**config.mk**
```make
export PLATFORM = sky130hd
export DESIGN_NAME = window_palette_priority_select
export DESIGN_NICKNAME = d
export VERILOG_FILES = /design/src/window_palette_pkg.sv /design/src/window_palette_priority_select.sv
export SDC_FILE = /design/constraint.sdc
export NUM_CORES = 2
export LEC_CHECK = 0
export BUFFER_PORTS_ARGS = -buffer_cell sky130_fd_sc_hd__buf_4
export CAP_MARGIN = 15
export CORE_AREA = 2 2 391 393
export CTS_CLUSTER_DIAMETER = 30
export DETAILED_ROUTE_END_ITERATION = 12
export DIE_AREA = 0 0 393 395
export MAX_ROUTING_LAYER = met4
export PLACE_DENSITY = 0.82
export SETUP_SLACK_MARGIN = 0.2
export SLEW_MARGIN = 25
export SYNTH_ARGS = -nofsm -noshare
export SYNTH_HDL_FRONTEND = slang
export SYNTH_SLANG_ARGS = --single-unit
export TNS_END_PERCENT = 50
```
**constraint.sdc**
```tcl
create_clock -name sys_clk_in -period 11.9 [get_ports sys_clk_in]
set_clock_uncertainty 0.2 [all_clocks]
set_input_delay 1.19 -clock sys_clk_in [delete_from_list [all_inputs] [get_ports sys_clk_in]]
set_output_delay 1.19 -clock sys_clk_in [all_outputs]
set_load 0.1 [all_outputs]
```
**src/window_palette_pkg.sv**
```systemverilog
// constants and carrier types for the window palette priority selector
package window_palette_pkg;

  localparam int unsigned NUM_WIN     = 16;
  localparam int unsigned COORD_W     = 12;

  // register select codes on the host port
  localparam logic [2:0] RS_ADDR_RAM_WR = 3'h0;
  localparam logic [2:0] RS_PALETTE     = 3'h1;
  localparam logic [2:0] RS_PIXEL_MASK  = 3'h2;
  localparam logic [2:0] RS_ADDR_RAM_RD = 3'h3;
  localparam logic [2:0] RS_ADDR_OVL_WR = 3'h4;
  localparam logic [2:0] RS_OVERLAY     = 3'h5;
  localparam logic [2:0] RS_CONTROL     = 3'h6;
  localparam logic [2:0] RS_ADDR_OVL_RD = 3'h7;

  // control register indices behind the address register
  localparam logic [7:0] IDX_WIN_LAST   = 8'h7F;
  localparam logic [7:0] IDX_VCOUNT_LO  = 8'h80;
  localparam logic [7:0] IDX_VCOUNT_HI  = 8'h81;
  localparam logic [7:0] IDX_CMD0       = 8'h82;
  localparam logic [7:0] IDX_CMD1       = 8'h83;
  localparam logic [7:0] IDX_FLOOD_LO   = 8'h84;
  localparam logic [7:0] IDX_FLOOD_HI   = 8'h85;

  // coordinate slots inside one window group
  localparam logic [1:0] SLOT_LEFT      = 2'h0;
  localparam logic [1:0] SLOT_RIGHT     = 2'h1;
  localparam logic [1:0] SLOT_TOP       = 2'h2;
  localparam logic [1:0] SLOT_BOTTOM    = 2'h3;

  // field positions
  localparam int unsigned CMD1_BANKED_BIT = 0;
  localparam int unsigned CMD1_COLOR8_BIT = 1;
  localparam int unsigned CMD1_SYNC_LSB   = 2;

  // values after reset, when the 8-bit mode input is low, and where the counters saturate
  localparam logic [7:0]  RST_BYTE        = 8'h00;
  localparam logic [11:0] RST_COORD       = 12'h000;
  localparam logic [3:0]  OVL_PASS_ALL    = 4'hF;
  localparam logic [11:0] COUNT_MAX       = 12'hFFF;

  typedef struct packed {
    logic       wr_n;
    logic       rd_n;
    logic [2:0] rs;
    logic [7:0] data;
  } host_pins_t;

  typedef struct packed {
    logic [7:0] pix;
    logic [3:0] ovl;
    logic       sync_n;
    logic       blank_n;
  } pixel_in_t;

  typedef struct packed {
    logic [9:0] pal_addr;
    logic [3:0] overlay;
    logic       flood;
    logic       blank_n;
    logic       sync_n;
    logic [2:0] sync_en;
    logic       color8;
    logic       banked;
    logic [1:0] host_bank;
  } video_out_t;

  typedef struct packed {
    logic       is_win;
    logic [3:0] win;
    logic [1:0] slot;
    logic       high;
  } reg_sel_t;

endpackage

```
**src/window_palette_priority_select.sv**
```systemverilog
// window priority encoder, palette selection and control registers
`timescale 1ns/1ps

module window_palette_priority_select (
  // clock and reset
  input  wire logic                           sys_clk_in,
  input  wire logic                           arst_n_in,
  // host port
  input  wire window_palette_pkg::host_pins_t host_in,
  output logic [7:0]                          host_data_out,
  output logic                                host_data_oe_out,
  // mode straps
  input  wire logic                           mode_8bit_in,
  input  wire logic                           window_select_in,
  // frame buffer, sampled on the system clock
  input  wire window_palette_pkg::pixel_in_t  pixel_in,
  // palette addressing
  output window_palette_pkg::video_out_t      video_out
);
  import window_palette_pkg::*;

  typedef struct packed {
    host_pins_t                 hs1;
    host_pins_t                 hs2;
    logic                       wr_prev;
    logic [1:0]                 ms1;
    logic [1:0]                 ms2;
    logic [7:0]                 addr;
    logic [7:0]                 rd_data;
    logic                       rd_oe;
    logic [15:0][3:0][7:0]      lo_shadow;
    logic [15:0][3:0][11:0]     coord;
    logic [15:0][3:0]           bank;
    logic [7:0]                 vc_lo;
    logic [11:0]                vcount;
    logic [7:0]                 mask;
    logic [7:0]                 cmd0;
    logic [4:0]                 cmd1;
    logic [15:0]                flood;
    pixel_in_t                  pix_q;
    logic                       sync_prev;
    logic [11:0]                hcount;
    logic [11:0]                line;
    logic [11:0]                low_cnt;
    logic                       vs_seen;
    video_out_t                 vout;
  } state_t;

  state_t st_ff;
  state_t nxt_st;

  ////////////////////////////////////////////////////////////////////////////
  // decode helpers

  function automatic reg_sel_t decode_idx(input logic [7:0] idx);
    reg_sel_t s;
    s.is_win = (idx <= IDX_WIN_LAST);
    s.win    = idx[6:3];
    s.slot   = idx[2:1];
    s.high   = idx[0];
    return s;
  endfunction

  // span test with order-free bounds; equal bounds never cover
  function automatic logic in_span(input logic [11:0] pos, input logic [11:0] a,
                                   input logic [11:0] b);
    logic [11:0] lo;
    logic [11:0] hi;
    lo = (a < b) ? a : b;
    hi = (a < b) ? b : a;
    return (a != b) && (pos >= lo) && (pos <= hi);
  endfunction

  ////////////////////////////////////////////////////////////////////////////
  // window coverage

  logic [15:0] win_hit;

  genvar gi;
  generate
    for (gi = 0; gi < NUM_WIN; gi++) begin : g_win
      assign win_hit[gi] = in_span(st_ff.hcount, st_ff.coord[gi][SLOT_LEFT],
                                   st_ff.coord[gi][SLOT_RIGHT]) &&
                           in_span(st_ff.line, st_ff.coord[gi][SLOT_TOP],
                                   st_ff.coord[gi][SLOT_BOTTOM]);
    end
  endgenerate

  logic       win_any;
  logic [3:0] win_idx;

  always_comb begin
    win_any = 1'b0;
    win_idx = 4'h0;
    for (int i = NUM_WIN - 1; i >= 0; i--) begin
      if (win_hit[i]) begin
        win_any = 1'b1;
        win_idx = 4'(i);
      end
    end
  end

  ////////////////////////////////////////////////////////////////////////////
  // next state

  logic       wr_edge;
  logic       mode8;
  logic       encoder_on;
  logic       sync_fall;
  logic [11:0] cur_low;
  logic [7:0] pix_m;
  logic [3:0] ovl_m;
  logic [7:0] rd_val;
  reg_sel_t   wsel;
  reg_sel_t   rsel;

  // edge taken between second and third stage; first stage is never looked at
  assign wr_edge    = st_ff.hs2.wr_n && !st_ff.wr_prev;
  assign mode8      = st_ff.ms2[0];
  assign encoder_on = st_ff.ms2[0] && st_ff.ms2[1];
  assign sync_fall  = !st_ff.pix_q.sync_n && st_ff.sync_prev;
  assign wsel       = decode_idx(st_ff.addr);
  assign rsel       = decode_idx(st_ff.addr);
  assign pix_m      = st_ff.pix_q.pix & st_ff.mask;
  // overlay mask, ignored in six-bit mode
  assign ovl_m      = st_ff.pix_q.ovl & (mode8 ? st_ff.cmd0[3:0] : OVL_PASS_ALL);

  // host read data
  always_comb begin
    rd_val = RST_BYTE;
    case (st_ff.hs2.rs)
      RS_ADDR_RAM_WR, RS_ADDR_RAM_RD, RS_ADDR_OVL_WR, RS_ADDR_OVL_RD: begin
        rd_val = st_ff.addr;
      end
      RS_PIXEL_MASK: begin
        rd_val = st_ff.mask;
      end
      RS_CONTROL: begin
        if (rsel.is_win) begin
          if (!rsel.high) begin
            rd_val = st_ff.lo_shadow[rsel.win][rsel.slot];
          end else if (rsel.slot == SLOT_LEFT) begin
            rd_val = {st_ff.bank[rsel.win], st_ff.coord[rsel.win][rsel.slot][11:8]};
          end else begin
            rd_val = {4'h0, st_ff.coord[rsel.win][rsel.slot][11:8]};
          end
        end else begin
          case (st_ff.addr)
            IDX_VCOUNT_LO: rd_val = st_ff.vc_lo;
            IDX_VCOUNT_HI: rd_val = {4'h0, st_ff.vcount[11:8]};
            IDX_CMD0:      rd_val = st_ff.cmd0;
            IDX_CMD1:      rd_val = {3'h0, st_ff.cmd1};
            IDX_FLOOD_LO:  rd_val = st_ff.flood[7:0];
            IDX_FLOOD_HI:  rd_val = st_ff.flood[15:8];
            default:       rd_val = RST_BYTE;
          endcase
        end
      end
      // palette and overlay colour data live outside this block
      default: begin
        rd_val = RST_BYTE;
      end
    endcase
  end

  always_comb begin
    nxt_st = st_ff;

    // host pins and straps cross through two stages
    nxt_st.hs1     = host_in;
    nxt_st.hs2     = st_ff.hs1;
    nxt_st.wr_prev = st_ff.hs2.wr_n;
    nxt_st.ms1     = {window_select_in, mode_8bit_in};
    nxt_st.ms2     = st_ff.ms1;

    nxt_st.rd_oe   = !st_ff.hs2.rd_n;
    nxt_st.rd_data = !st_ff.hs2.rd_n ? rd_val : RST_BYTE;

    if (wr_edge) begin
      case (st_ff.hs2.rs)
        RS_ADDR_RAM_WR, RS_ADDR_RAM_RD, RS_ADDR_OVL_WR, RS_ADDR_OVL_RD: begin
          nxt_st.addr = st_ff.hs2.data;
        end
        RS_PIXEL_MASK: begin
          nxt_st.mask = st_ff.hs2.data;
        end
        RS_CONTROL: begin
          if (wsel.is_win) begin
            if (!wsel.high) begin
              nxt_st.lo_shadow[wsel.win][wsel.slot] = st_ff.hs2.data;
            end else begin
              // full coordinate loads on high write
              nxt_st.coord[wsel.win][wsel.slot] =
                {st_ff.hs2.data[3:0], st_ff.lo_shadow[wsel.win][wsel.slot]};
              // bank code kept beside left edge
              if (wsel.slot == SLOT_LEFT) begin
                nxt_st.bank[wsel.win] = st_ff.hs2.data[7:4];
              end
            end
          end else begin
            case (st_ff.addr)
              IDX_VCOUNT_LO: nxt_st.vc_lo = st_ff.hs2.data;
              IDX_VCOUNT_HI: nxt_st.vcount = {st_ff.hs2.data[3:0], st_ff.vc_lo};
              IDX_CMD0:      nxt_st.cmd0 = st_ff.hs2.data;
              IDX_CMD1:      nxt_st.cmd1 = st_ff.hs2.data[4:0];
              IDX_FLOOD_LO:  nxt_st.flood[7:0] = st_ff.hs2.data;
              IDX_FLOOD_HI:  nxt_st.flood[15:8] = st_ff.hs2.data;
              default:       nxt_st.flood = st_ff.flood;
            endcase
          end
        end
        default: begin
          nxt_st.addr = st_ff.addr;
        end
      endcase
    end

    // display position tracking
    nxt_st.pix_q     = pixel_in;
    nxt_st.sync_prev = st_ff.pix_q.sync_n;
    // pixel counter restarts at sync fall
    nxt_st.hcount    = sync_fall ? RST_COORD
                     : ((st_ff.hcount == COUNT_MAX) ? COUNT_MAX : st_ff.hcount + 12'h001);
    cur_low = sync_fall ? RST_COORD
            : ((st_ff.low_cnt == COUNT_MAX) ? COUNT_MAX : st_ff.low_cnt + 12'h001);
    if (st_ff.pix_q.sync_n) begin
      nxt_st.vs_seen = 1'b0;
      nxt_st.low_cnt = RST_COORD;
    end else begin
      nxt_st.low_cnt = cur_low;
    end
    // vertical interval after programmed low time
    if (!st_ff.pix_q.sync_n && !st_ff.vs_seen && cur_low == st_ff.vcount) begin
      nxt_st.vs_seen = 1'b1;
      nxt_st.line    = RST_COORD;
    end else if (sync_fall) begin
      nxt_st.line    = (st_ff.line == COUNT_MAX) ? COUNT_MAX : st_ff.line + 12'h001;
    end

    // pixel addressing
    nxt_st.vout.blank_n = st_ff.pix_q.blank_n;
    nxt_st.vout.sync_n  = st_ff.pix_q.sync_n;
    nxt_st.vout.flood   = 1'b0;
    nxt_st.vout.overlay = 4'h0;
    nxt_st.vout.pal_addr = {2'h0, pix_m};
    if (!st_ff.pix_q.blank_n) begin
      // blanked pixels ignore pixel and overlay inputs
      nxt_st.vout.pal_addr = 10'h000;
    end else if (!mode8) begin
      // six-bit mode uses bank zero only
      nxt_st.vout.overlay = ovl_m;
    end else if (!encoder_on) begin
      nxt_st.vout.overlay  = {2'h0, ovl_m[1:0]};
      nxt_st.vout.pal_addr = {ovl_m[3:2], pix_m};
    end else if (ovl_m != 4'h0) begin
      nxt_st.vout.overlay = ovl_m;
    end else if (win_any) begin
      nxt_st.vout.flood    = st_ff.flood[win_idx];
      nxt_st.vout.pal_addr = {st_ff.bank[win_idx][1:0], pix_m};
    end else begin
      nxt_st.vout.pal_addr = {2'h0, pix_m};
    end

    // command fields, disregarded in six-bit mode
    nxt_st.vout.host_bank = mode8 ? st_ff.cmd0[5:4] : 2'h0;
    nxt_st.vout.banked    = mode8 && st_ff.cmd1[CMD1_BANKED_BIT];
    nxt_st.vout.color8    = mode8 && st_ff.cmd1[CMD1_COLOR8_BIT];
    nxt_st.vout.sync_en   = mode8 ? st_ff.cmd1[CMD1_SYNC_LSB +: 3] : 3'h0;
  end

  ////////////////////////////////////////////////////////////////////////////
  // state register

  // clearing to zero is only for simulation hygiene; software must program
  always_ff @(posedge sys_clk_in or negedge arst_n_in) begin
    if (!arst_n_in) begin
      st_ff <= '0;
      // strobe stages rest at the idle level so no false edge follows release
      st_ff.hs1.wr_n <= 1'b1;
      st_ff.hs1.rd_n <= 1'b1;
      st_ff.hs2.wr_n <= 1'b1;
      st_ff.hs2.rd_n <= 1'b1;
      st_ff.wr_prev  <= 1'b1;
    end else begin
      st_ff <= nxt_st;
    end
  end

  assign host_data_out    = st_ff.rd_data;
  assign host_data_oe_out = st_ff.rd_oe;
  assign video_out        = st_ff.vout;
endmodule // window_palette_priority_select

```
# Yosys cells after proc, flatten, opt, wreduce, memory -nomap -nowiden
# Index checks and enable logic that the tools add are counted.
# totals
register_bits	1524
input_bits	31
output_inout_bits	33
wordCells	602
# classes
n_addsub	3
n_lt_le_gt_ge	102
n_eq_ne	47
mux	154
bitwise_logic	4
reduce_logical	110
# op_table
operator	n
two-way mux 12 bit	74
bitwise mux 768 bit	1
bitwise mux 512 bit	1
>= comparator 12 bit	32
less-or-equal comparator 12 bit	32
less-than comparator 12 bit	32
!= test 12 bit	32
binary-select mux 48 bit (select 4 bit)	1
demux 48 bit (select 4 bit)	1
binary-select mux 32 bit (select 4 bit)	1
demux 32 bit (select 4 bit)	1
two-way mux 48 bit	2
logical AND 1 bit	89
two-way mux 4 bit	21
bitwise mux 64 bit	1
two-way mux 32 bit	2
== test 8 bit, second input constant	6
two-way mux 8 bit	6
one-hot mux 8 bit (6 select lines)	1
two-way mux 10 bit	4
adder 12 x 1 -> 12 bit, second input constant	3
== test 12 bit, second input constant	3
binary-select mux 4 bit (select 4 bit)	2
AND reduction 4 bit	8
other kinds (31)	64

# Logic depth before layout (Yosys ltp)
# depth
word_depth	29
mapped_depth	32
depth_no_buf	28

# Least setup slack after synthesis
# No wires, ideal clock.
# synth_timing
path_kind	register to register
start	reg st_ff[754] in the netlist's numbering
end	reg st_ff, in the netlist video_out[22]
setup_time_ns	0.133
arrival_ns	5.677
required_time_ns	11.567
slack_ns	5.890
path_stages_with_launch	28
n_path_buf	3
period_less_slack_ns	6.010
cell_sequence	dfrtp_1 ha_1 a21oi_1 nor2b_1 o21ai_0 nand2b_1 a21oi_1 nor2b_1 o21ai_0 nand2b_1 a211oi_1 clkbuf_1 mux2i_1 ha_1 a211o_1 a31oi_1 nor4_1 or4b_4 nand4_2 nand2_2 a211oi_2 a2111oi_0 or3_1 buf_6 buf_12 mux2_4 o2111ai_1 nand4b_1
# synth_lines
element	line	rtl
start, declared	window_palette_priority_select.sv:49	state_t st_ff;
start signal, assigned	window_palette_priority_select.sv:285	st_ff <= nxt_st;

==> impl_metrics.env <==
export IMPL_async_reset_ff_frac=1.000
export IMPL_critPathMaxFanout=25
export IMPL_switching_share=0.2842
export IMPL_min_path_type="primary input to async pin"
export IMPL_drive_above_1_share=0.2481
export IMPL_fin_tns_setup_ns=0
export IMPL_die_x_um=393
export IMPL_cts_hold_buf=0
export IMPL_postCtsSetupBuffers=0
export IMPL_clock_fmax_mhz=137.5
export IMPL_dieHeight_um=395
export IMPL_dp_hpwl_mm=188.2
export IMPL_ys_ff_latch=1524
export IMPL_fin_hold_ws_ns=0.08607
export IMPL_grt_pass1_wl_mm=469.8
export IMPL_drt_initial_drc_count=7513
export IMPL_pwr_share_seq=0.311
export IMPL_multi_input_area_um2=56340
export IMPL_p_clk_frac=0.543
export IMPL_start_kind="register"
export IMPL_area_delta_synth_final_pct=14.95
export IMPL_num_fill_cells=9166
export IMPL_power_switching_mw=5.042
export IMPL_critPathArrivalTime_ns=7.89
export IMPL_power_density_nw_per_um2=158.1
export IMPL_setup_viol=0
export IMPL_wl_per_cell_um=27.28
export IMPL_first_pass_iters=8
export IMPL_antenna_left=0
export IMPL_grt_overflow=0
export IMPL_grt_use_total=0.4068
export IMPL_dp_slack_ns=4.771
export IMPL_layout_commonest_cell="dfrtp_1"
export IMPL_routed_via_count=76430
export IMPL_numCtsBuffers=347
export IMPL_fin_crit_ns=7.273
export IMPL_nets=10050
export IMPL_initial_core_util=0.6458
export IMPL_ios=64
export IMPL_slew_headroom=0.1946
export IMPL_max_cap_violations=0
export IMPL_synth_main_ff_cell="dfrtp_1"
export IMPL_worstPathRequired_ns=12.51
export IMPL_clockBufferDepth=4
export IMPL_yosysTopAreaCell="dfrtp_1"
export IMPL_grt_max_degree=169
export IMPL_grt_pass1_vias=80300
export IMPL_netlist_area_leader_share=0.3893
export IMPL_std_cell_rows=143
export IMPL_reg2regPathDepth=27
export IMPL_port_buffers=63
export IMPL_root_buffer="clkbuf_16"
export IMPL_setup_worst_path_end_class="register"
export IMPL_reg2reg_to="video_out[22]"
export IMPL_synthesis_area_um2=97640
export IMPL_rrSetupSlack_ns=4.63
export IMPL_cts_resized=0
export IMPL_drc=0
export IMPL_syn_nets=9936
export IMPL_syn_area_per_cell_um2=11.16
export IMPL_fin_crit_sh=0.6112
export IMPL_synthCells=8748
export IMPL_vias_per_cell=6.842
export IMPL_ys_warn_count=0
export IMPL_power_leakage_nw=52.37
export IMPL_rr_startpoint="st_ff[394]"
export IMPL_mostFrequentLayoutCells="dfrtp_1, ha_1, mux2_2"
export IMPL_tightest_slew_ns=1.204
export IMPL_irDropWorstVdd_mv=0.1996
export IMPL_drt_wl_total_mm=304.7
export IMPL_status="finished clean"
export IMPL_finalMaxSlewViolations=0
export IMPL_antenna_found_initial=10
export IMPL_power_total_mw=17.74
export IMPL_worstSkewPairLatency_ns=0.99
export IMPL_critical_path_class="register to register"
export IMPL_p_int_mw=12.70
export IMPL_fin_ws_ns=4.627
export IMPL_synth_seq_area_share=0.3906
export IMPL_regArea_um2=38210
export IMPL_combPwrFrac=0.146
export IMPL_h_tree_depth=5
export IMPL_hold_violations=0
export IMPL_die_area_um2=155200
export IMPL_core_area_um2=151200
export IMPL_crit_path_start="st_ff[394]"
export IMPL_clock_sinks=1524
export IMPL_grt_setup_unrepaired="false"
export IMPL_gp_congestion=0.9817
export IMPL_clk_pin_slew_worst_paths_ns=0.05
export IMPL_cts_tree="yes"
export IMPL_synth_edf_count=0
export IMPL_yosys_top_cells_area="dfrtp_1, ha_1, mux2_2"
export IMPL_ys_types=87
how the worst max path moves through the flow:
| stage | endpoint | slack, ns | cells past startpoint |
|---|---|---|---|
| floorplan | video_out[22] | 5.89 | 27 |
| global placement | video_out[22] | 4.61 | 22 |
| detailed placement | video_out[23] | 4.77 | 25 |
| CTS | video_out[23] | 4.73 | 20 |
| global route | video_out[22] | 4.28 | 28 |
| finish | video_out[22] | 4.63 | 27 |
registers in the layout, summed over array words and instances (netlist names):
register / cells
st_ff: 1465
host_data_oe_out: 1
rsel: 7
host_data_out: 8
video_out: 24
nxt_st: 18
mode8: 1
final cells by class:
type	instances	share of cell area
multi-input combinational	6342	0.5020
sequential	1524	0.3404
clock buffer	445	0.08590
tap	2030	0.02263
clock inverter	178	0.01882
timing repair buffer	232	0.01635
inverter	410	0.01371
antenna	11	0.0002452
Yosys cell counts (all sizes together) (130+ instances only):
master,count
ha,1157
inv,410
nor2b,130
nand2,609
mux4,273
dfrtp,1519
nor2,369
a21oi,479
nand4,202
mux2,1066
clkbuf,372
mux2i,574
o21ai,597
cell families after synthesis:
logic type      Yosys count  share of synthesized area
simple gates           1681                    0.08246
xor+xnor                 28                   0.002512
flops                  1524                     0.3906
buf+inv                 882                    0.03649
compound gates         1563                    0.09481
fa+ha+maj              1157                     0.1483
mux                    1913                     0.2448
worst max-delay path, cell delays in order, from the launching register on:
cell and delay [ns]:
dfrtp_1 0.41, ha_1 0.32, a21oi_1 0.18, nor2b_1 0.07, o21ai_0 0.18, nand2b_1 0.08
a21oi_1 0.17, nor2b_1 0.07, o21ai_0 0.15, nand2b_1 0.11, a221oi_4 0.22, buf_4 0.41
mux2_2 0.38, ha_1 0.27, nand2b_1 0.15, a31oi_1 0.19, o21ai_1 0.12, a311oi_1 0.85
a2111oi_0 0.29, o21ai_1 0.51, nand3_1 0.21, a2111oi_0 0.33, or3_1 0.18, buf_4 0.37
mux2_1 0.36, nor2_1 0.09, a211oi_1 0.06, nand4b_1 0.20
metrics by stage:
stage / utilization / cells / instance area (um2)
floorplan: - / 8748 / 97640
global placement: 0.6641 / 10540 / 100400
detailed placement: 0.6643 / 10540 / 100400
CTS: 0.7420 / 11160 / 112200
global route: 0.7424 / 11170 / 112200
finish: 0.7424 / 11170 / 112200
routing by layer:
metal / vias to the layer above / global-route usage / wire length [um]
met3: 1565 / 0.09025 / 27420
met1: 37850 / 0.4745 / 111000
met5: - / - / 0
met4: 0 / 0.3138 / 26900
met2: 4432 / 0.6120 / 139400
li1: 32580 / - / -
power by group through the flow:
stage / clock, mW / sequential [mW] / combinational [mW]
finish: 9.64 / 5.51 / 2.59
floorplan: 0 / 5.45 / 1.69
detailed placement: 0 / 5.57 / 2.50
global route: 9.95 / 5.51 / 2.75
global placement: 0 / 5.56 / 2.41
CTS: 9.66 / 5.50 / 2.54
Note: power is estimated with default switching activity, not from simulation.
